$ cat src/saf_defs.svh
// offsets, field positions, reset values and sizes of the status and alert flag bank
`ifndef SAF_DEFS_SVH
`define SAF_DEFS_SVH

// ----------------------------------------------------------------------------
// register offsets
// ----------------------------------------------------------------------------
`define SAF_ADDR_W          16
`define SAF_ADDR_STATUS     16'h0014
`define SAF_ADDR_ALERT1     16'h0015

// ----------------------------------------------------------------------------
// reset values
// ----------------------------------------------------------------------------
`define SAF_STATUS_RST      8'h00
`define SAF_ALERT1_RST      8'h00
`define SAF_RDATA_RST       8'h00

// ----------------------------------------------------------------------------
// status register field positions
// ----------------------------------------------------------------------------
`define SAF_ST_TDA_BIT      3
`define SAF_ST_IFERR_BIT    2
`define SAF_ST_CLAMP_BIT    1

// ----------------------------------------------------------------------------
// sizes
// ----------------------------------------------------------------------------
`define SAF_NUM_CH          4
`define SAF_NUM_INPUTS      16
`define SAF_EXT_ALERT_W     24
`define SAF_IFERR_W         8
`define SAF_RES_W           16

`endif

$ cat src/saf_pkg.sv
// types and shared arithmetic of the status and alert flag bank
`include "saf_defs.svh"

package saf_pkg;

    typedef logic [`SAF_RES_W-1:0] saf_word_t;

    typedef enum logic [1:0] {
        SAF_SEL_NONE,
        SAF_SEL_STATUS,
        SAF_SEL_ALERT
    } saf_sel_t;

    // saturating add, clamps at full scale
    function automatic saf_word_t saf_sat_add(input saf_word_t a, input saf_word_t b);
        logic [`SAF_RES_W:0] s;
        s = {1'b0, a} + {1'b0, b};
        saf_sat_add = s[`SAF_RES_W] ? {`SAF_RES_W{1'b1}} : s[`SAF_RES_W-1:0];
    endfunction : saf_sat_add

    // saturating subtract, clamps at zero
    function automatic saf_word_t saf_sat_sub(input saf_word_t a, input saf_word_t b);
        saf_sat_sub = (a > b) ? saf_word_t'(a - b) : '0;
    endfunction : saf_sat_sub

endpackage : saf_pkg

$ cat src/saf_status_alert.sv
// status summary and channel 0 to 3 alert register bank
`timescale 1ns/1ps
`include "saf_defs.svh"

// What this block does
// RULE1: status bit 2 reads as the OR of every interface error bit.
// RULE2: status bit 1 sets whenever any of the sixteen overvoltage clamp flags is high.
// RULE3: status bit 1 holds and is cleared by a read only if no clamp flag is high then.
// RULE4: the threshold alert summary reads 1 when any upper or lower alert is set.
// RULE5: a channel 0..3 lower alert sets when a result is at or below its lower threshold.
// RULE6: a channel 0..3 upper alert sets when a result is at or above its upper threshold.
// RULE7: alert bits of a channel set from results only while its detection is enabled; auto-clear acts whether it is enabled or not.
// RULE8: reading the alert register clears the alert bits it holds.
// RULE9: with auto-clear selected, a later result back inside the band by the hysteresis margin clears a set alert bit.
// RULE10: the channel 0..3 alert register sits at 0x0015 and resets to zero.
// RULE11: the alert summary is status bit 3, not sticky, over channels 0 to 15.
// RULE12: a set condition in the same cycle as a clearing read wins.

module saf_status_alert
    import saf_pkg::*;
(
    input  wire logic                        clk_i,
    input  wire logic                        rst_n_i,
    input  wire logic                        rd_en_i,
    input  wire logic [`SAF_ADDR_W-1:0]      rd_addr_i,
    input  wire logic [`SAF_IFERR_W-1:0]     iface_err_i,
    input  wire logic [`SAF_NUM_INPUTS-1:0]  per_input_overvoltage_flag_i,
    input  wire logic [`SAF_EXT_ALERT_W-1:0] ext_alert_i,
    input  wire logic                        conv_valid_i,
    input  wire logic [3:0]                  conv_ch_i,
    input  wire saf_word_t                   conv_result_i,
    input  wire saf_word_t                   upper_thr_i [`SAF_NUM_CH],
    input  wire saf_word_t                   lower_thr_i [`SAF_NUM_CH],
    input  wire saf_word_t                   hyst_i      [`SAF_NUM_CH],
    input  wire logic [`SAF_NUM_CH-1:0]      det_en_i,
    input  wire logic                        alert_auto_clr_i,
    output logic [7:0]                       rd_data_o,
    output logic                             rd_valid_o,
    output logic [7:0]                       status_o,
    output logic [7:0]                       alert_flags_ch0_to_3_o
);

    saf_sel_t                rd_sel;
    logic                    rd_alert;
    logic                    rd_status;
    logic                    clamp_q;
    logic                    clamp_d;
    logic [7:0]              rd_data_q;
    logic [7:0]              rd_data_d;
    logic                    rd_valid_q;
    logic                    rd_valid_d;
    logic [7:0]              status_q;
    logic [7:0]              status_d;
    logic [7:0]              status_live;
    logic [7:0]              alert_flags_ch0_to_3;
    logic [`SAF_NUM_CH-1:0]  upper_alert;
    logic [`SAF_NUM_CH-1:0]  lower_alert;

    // ------------------------------------------------------------------------
    // read decode
    // ------------------------------------------------------------------------
    always_comb begin
        rd_sel = SAF_SEL_NONE;
        if (rd_en_i && (rd_addr_i == `SAF_ADDR_STATUS)) begin
            rd_sel = SAF_SEL_STATUS;
        end else if (rd_en_i && (rd_addr_i == `SAF_ADDR_ALERT1)) begin
            rd_sel = SAF_SEL_ALERT; // RULE10
        end
        rd_status = (rd_sel == SAF_SEL_STATUS);
        rd_alert  = (rd_sel == SAF_SEL_ALERT);
    end

    // ------------------------------------------------------------------------
    // per-channel alert flags
    // ------------------------------------------------------------------------
    for (genvar c = 0; c < `SAF_NUM_CH; c++) begin : g_ch
        saf_chan_alert u_chan (
            .clk_i        (clk_i),
            .rst_n_i      (rst_n_i),
            .conv_valid_i (conv_valid_i && (conv_ch_i == 4'(c))),
            .result_i     (conv_result_i),
            .upper_thr_i  (upper_thr_i[c]),
            .lower_thr_i  (lower_thr_i[c]),
            .hyst_i       (hyst_i[c]),
            .det_en_i     (det_en_i[c]),
            .auto_clr_i   (alert_auto_clr_i),
            .rd_clr_i     (rd_alert),
            .upper_o      (upper_alert[c]),
            .lower_o      (lower_alert[c])
        );
        assign alert_flags_ch0_to_3[2*c]   = upper_alert[c]; // RULE6
        assign alert_flags_ch0_to_3[2*c+1] = lower_alert[c]; // RULE5
    end

    // ------------------------------------------------------------------------
    // summary bits and read data
    // ------------------------------------------------------------------------
    always_comb begin
        clamp_d = clamp_q;
        if (rd_status && !(|per_input_overvoltage_flag_i)) begin
            clamp_d = 1'b0; // RULE3
        end
        if (|per_input_overvoltage_flag_i) begin
            clamp_d = 1'b1; // RULE2 RULE12
        end

        status_live = `SAF_STATUS_RST;
        status_live[`SAF_ST_TDA_BIT]   = (|alert_flags_ch0_to_3) | (|ext_alert_i); // RULE4 RULE11
        status_live[`SAF_ST_IFERR_BIT] = |iface_err_i; // RULE1
        status_live[`SAF_ST_CLAMP_BIT] = clamp_q | (|per_input_overvoltage_flag_i); // RULE2
        status_d = status_live;

        rd_valid_d = rd_en_i;
        rd_data_d  = `SAF_RDATA_RST;
        unique case (rd_sel)
            SAF_SEL_NONE:   rd_data_d = `SAF_RDATA_RST;
            SAF_SEL_STATUS: rd_data_d = status_live;
            SAF_SEL_ALERT:  rd_data_d = alert_flags_ch0_to_3;
        endcase
    end

    // ------------------------------------------------------------------------
    // registers
    // ------------------------------------------------------------------------
    always_ff @(posedge clk_i) begin
        if (!rst_n_i) begin
            clamp_q    <= 1'b0;
            status_q   <= `SAF_STATUS_RST;
            rd_data_q  <= `SAF_RDATA_RST;
            rd_valid_q <= 1'b0;
        end else begin
            clamp_q    <= clamp_d;
            status_q   <= status_d;
            rd_data_q  <= rd_data_d;
            rd_valid_q <= rd_valid_d;
        end
    end

    assign rd_data_o              = rd_data_q;
    assign rd_valid_o             = rd_valid_q;
    assign status_o               = status_q;
    assign alert_flags_ch0_to_3_o = alert_flags_ch0_to_3;

endmodule : saf_status_alert

$ cat src/saf_chan_alert.sv
// upper and lower threshold alert flags of one channel
`timescale 1ns/1ps

module saf_chan_alert
    import saf_pkg::*;
(
    input  wire logic      clk_i,
    input  wire logic      rst_n_i,
    input  wire logic      conv_valid_i,
    input  wire saf_word_t result_i,
    input  wire saf_word_t upper_thr_i,
    input  wire saf_word_t lower_thr_i,
    input  wire saf_word_t hyst_i,
    input  wire logic      det_en_i,
    input  wire logic      auto_clr_i,
    input  wire logic      rd_clr_i,
    output logic           upper_o,
    output logic           lower_o
);

    logic upper_q;
    logic upper_d;
    logic lower_q;
    logic lower_d;
    logic upper_set;
    logic lower_set;
    logic upper_back;
    logic lower_back;

    // ------------------------------------------------------------------------
    // next flag values
    // ------------------------------------------------------------------------
    always_comb begin
        upper_set  = conv_valid_i && det_en_i && (result_i >= upper_thr_i); // RULE6 RULE7
        lower_set  = conv_valid_i && det_en_i && (result_i <= lower_thr_i); // RULE5 RULE7
        // back inside the band by the hysteresis margin
        upper_back = conv_valid_i && auto_clr_i
                     && (result_i < saf_sat_sub(upper_thr_i, hyst_i)); // RULE9
        lower_back = conv_valid_i && auto_clr_i
                     && (result_i > saf_sat_add(lower_thr_i, hyst_i)); // RULE9
        upper_d = upper_q;
        lower_d = lower_q;
        if (rd_clr_i || upper_back) begin
            upper_d = 1'b0; // RULE8
        end
        if (rd_clr_i || lower_back) begin
            lower_d = 1'b0; // RULE8
        end
        if (upper_set) begin
            upper_d = 1'b1; // RULE12
        end
        if (lower_set) begin
            lower_d = 1'b1; // RULE12
        end
    end

    // ------------------------------------------------------------------------
    // flag registers
    // ------------------------------------------------------------------------
    always_ff @(posedge clk_i) begin
        if (!rst_n_i) begin
            upper_q <= 1'b0; // RULE10
            lower_q <= 1'b0; // RULE10
        end else begin
            upper_q <= upper_d;
            lower_q <= lower_d;
        end
    end

    assign upper_o = upper_q;
    assign lower_o = lower_q;

endmodule : saf_chan_alert

$ cat config.mk
export PLATFORM = sky130hd
export DESIGN_NAME = saf_status_alert
export DESIGN_NICKNAME = d
export VERILOG_FILES = /design/src/saf_pkg.sv /design/src/saf_status_alert.sv /design/src/saf_chan_alert.sv
export VERILOG_INCLUDE_DIRS = /design/src
export SDC_FILE = /design/constraint.sdc
export NUM_CORES = 1
export LEC_CHECK = 0
export BUFFER_PORTS_ARGS = -buffer_cell sky130_fd_sc_hd__buf_2
export CORE_AREA = 10 10 164 166
export CTS_CLUSTER_DIAMETER = 60
export CTS_CLUSTER_SIZE = 24
export DETAILED_ROUTE_END_ITERATION = 10
export DIE_AREA = 0 0 174 176
export GPL_TIMING_DRIVEN = 0
export PLACE_DENSITY = 0.86
export SYNTH_ARGS = -nofsm -noshare
export SYNTH_HDL_FRONTEND = slang
export SYNTH_SLANG_ARGS = --single-unit
$ cat constraint.sdc
create_clock -name clk_i -period 4.3 [get_ports clk_i]
set_clock_uncertainty 0.05 [all_clocks]
set_input_delay 0.215 -clock clk_i [delete_from_list [all_inputs] [get_ports clk_i]]
set_output_delay 0.215 -clock clk_i [all_outputs]
set_load 0.02 [all_outputs]
==> impl_metrics.ini <==
[placement]
placedCellCount = 2410
post_dp_cell_area_um2 = 15200
post-dp-hpwl_um = 38300
io_buffers = 304
gp_congestion = 0.936

[timing]
fin_crit_sh = 0.940
hold_viol_final = 0
worst_slew_pin_slew_ns = 0.817
slew_viol_final = 0
fin_crit_ns = 4.04
setup_viol = 0
maxSlewHeadroom = 0.455
max_freq_ghz = 0.248

[worst_setup_path]
ff2ff_setup_slack_ns = 2.35
slowest_stage = fa_1
slowest_delay_ns = 0.43
cp.depth = 19
cp_top_family = compound AO/OA/AOI/OAI gates
path_cells = buf_2, ha_1, fa_1, a211oi_1, o21ai_1, a21o_1, o21a_1, o21ai_1, a21oi_1, clkbuf_1, nor2_1, ha_1, nor2b_1, o21a_1, o21a_1, o21ai_0, o31ai_1, o21ai_0, a32o_1
worst_setup_path_start_kind = input port
worst_ep_arrival_time_ns = 4.20
critical_path_class = input port to register
endpoint_kind = register
cp_num_buf_inv = 2
crit_fanout = 10
crit_top_cell = o21a_1
reg2reg_depth = 6
cp.required_ns = 4.46

[cells_and_area]
finish.utilization = 0.641
fin_cells = 2418
fillCellCount = 2194
finish.instance_area_um2 = 15300
drive_above_1_share = 0.176
area_delta_synth_final_pct = 15.6
nNetsFinal = 2766

[clock_network]
clkLatencyLatePin_ns = 0.27
htreeDepth = 1
cts_tree = done
clockBufferDepth = 2
clock-sinks = 21
clk_pin_slew_ns = 0.07
root_buffer = clkbuf_16
numCtsBuffers = 3

[yosys]
ys_async_sr_fraction = 0
ys.flop_type = dfxtp_1
ys_seq_area_frac = 0.0318
yosys.cell_count.top_type = ha_1
avgSynthCellArea_um2 = 7.43
synth.distinct_cells = 85
ys_top_cells_by_area = ha_1 (36%), inv_1 (6.2%), a21o_1 (5.7%)
synth_area_um2 = 13200
yosysTopAreaCellShare = 0.360
synth_common_cells = ha_1 (380), inv_1 (219), a21oi_1 (147), nor2_1 (139), nand2_1 (108)
synth_largest_area_cell = ha_1
synth_seq_cells = 21
synth_edf_count = 0
synthCells = 1778
ys_warn_count = 0

[die]
io_pins = 310
dieArea_um2 = 30600
die_y_um = 176
die_width_um = 174
num_rows = 57
coreArea_um2 = 23800
start_util = 0.555

[power]
design_power_total_w = 0.00253
cellLeakagePower_nw = 8.40
powerDensity_nw_per_um2 = 166
peakVddDrop_mv = 0.103

[route]
first_pass_iters = 5
drtAntennaViolNets = 0
drt_iter0_drc = 883
vias = 14400
routedWlPerCell_um = 18.8
drt-total-wl_um = 45500
viasPerCell = 5.97
drc = 0

[flow_run]
cap_violations = 0

[global_route]
track_usage = 0.282
grt_max_degree = 17
antenna_found_initial = 3
grt_pass1_vias = 14500
overflow = 0
grt_pass1_wl_um = 71700

[min_path]
hp-class = input port to register
hold_depth = 3

[run_status]
outcome = completed
worst register-to-register path, cell delays in order, from the launching register on:
cell	delay (ns)
dfxtp_1	0.42
nor4_1	0.73
nand4_1	0.19
nor2_1	0.23
nor2_1	0.07
a21oi_1	0.12
nor2_1	0.05
cells in the final DEF, fill, tap and decap left out, types with 26 or more instances in the layout:
| cell | Yosys | final |
|---|---|---|
| xnor2_1 | 56 | 56 |
| nor2_1 | 139 | 139 |
| nand4_1 | 64 | 64 |
| ha_1 | 380 | 380 |
| o21ai_0 | 72 | 72 |
| nand2_1 | 108 | 108 |
| o21a_1 | 40 | 40 |
| nor2b_1 | 26 | 26 |
| a21oi_1 | 147 | 147 |
| xor2_1 | 30 | 30 |
| buf_2 | 6 | 309 |
| a21o_1 | 101 | 101 |
| inv_1 | 219 | 219 |
| a211oi_1 | 28 | 28 |
power by group:
group,total [W],switching [W],leakage (nW),internal [W]
registers,0.000203,0.00000427,0.171,0.000198
logic,0.00211,0.00118,8.19,0.000931
clock network,0.000217,0.0000909,0.0409,0.000126
area by class of cell:
| class | count | area (µm²) | share of cell area |
|---|---|---|---|
| Timing Repair Buffer | 306 | 1540 | 0.101 |
| Buffer | 27 | 168 | 0.0110 |
| Antenna cell | 2 | 5.00 | 0.000328 |
| Tap cell | 324 | 405 | 0.0265 |
| Clock inverter | 1 | 5.00 | 0.000328 |
| Multi-Input combinational cell | 1515 | 11800 | 0.775 |
| Inverter | 219 | 822 | 0.0538 |
| Sequential cell | 21 | 420 | 0.0275 |
| Clock buffer | 3 | 75.1 | 0.00491 |
timing repair:
item                       CTS  global route
setup endpoints to repair    0             1
gates resized for setup      0             6
hold buffers                 0             0
buffers inserted             0             2
cell families after synthesis:
logic type                 share of synthesized area
other                                       0.000284
and+or+nand+nor                                0.193
DFF                                           0.0318
muxes                                        0.00350
adders and majority gates                      0.372
xor gates and xnor gates                      0.0570
AOI/OAI and AO/OA                              0.268
buffers and inverters                         0.0747
sequential cells by signal (all words and copies together) (netlist names):
register / cells
g_ch.u_chan.lower_o: 4
clamp_q: 1
rd_data_o: 8
g_ch.u_chan.upper_o: 4
rd_valid_o: 1
status_o: 3
stage by stage:
stage / hold WS [ns] / TNS (ns) / setup slack, ns
floorplan: 0.287 / 0 / 0.566
global placement: 0.452 / 0 / 0.0442
detailed placement: 0.470 / -0.0592 / -0.0592
CTS: 0.195 / 0 / 0.188
global route: 0.223 / -0.0922 / -0.0922
finish: 0.195 / 0 / 0.260
layer usage:
| metal | GRT usage | up-vias | part of all wire |
|---|---|---|---|
| met5 | 0 | - | 0.00044 |
| met3 | 0.0412 | 86 | 0.072 |
| met2 | 0.490 | 557 | 0.47 |
| li1 | - | 7150 | - |
| met4 | 0.0848 | 2 | 0.028 |
| met1 | 0.353 | 6649 | 0.43 |
path summary, 6_finish.rpt:
path	end	start
min	status_o[2]$_SDFF_PN0_	iface_err_i[6]
max	g_ch[1].u_chan.lower_o$_SDFFE_PN0P_	lower_thr_i[32]
max reg2reg	rd_data_o[3]$_SDFF_PN0_	g_ch[0].u_chan.lower_o$_SDFFE_PN0P_
min reg2reg	status_o[1]$_SDFF_PN0_	clamp_q$_SDFFE_PN0P_
Note: power is estimated with default switching activity, not from simulation.
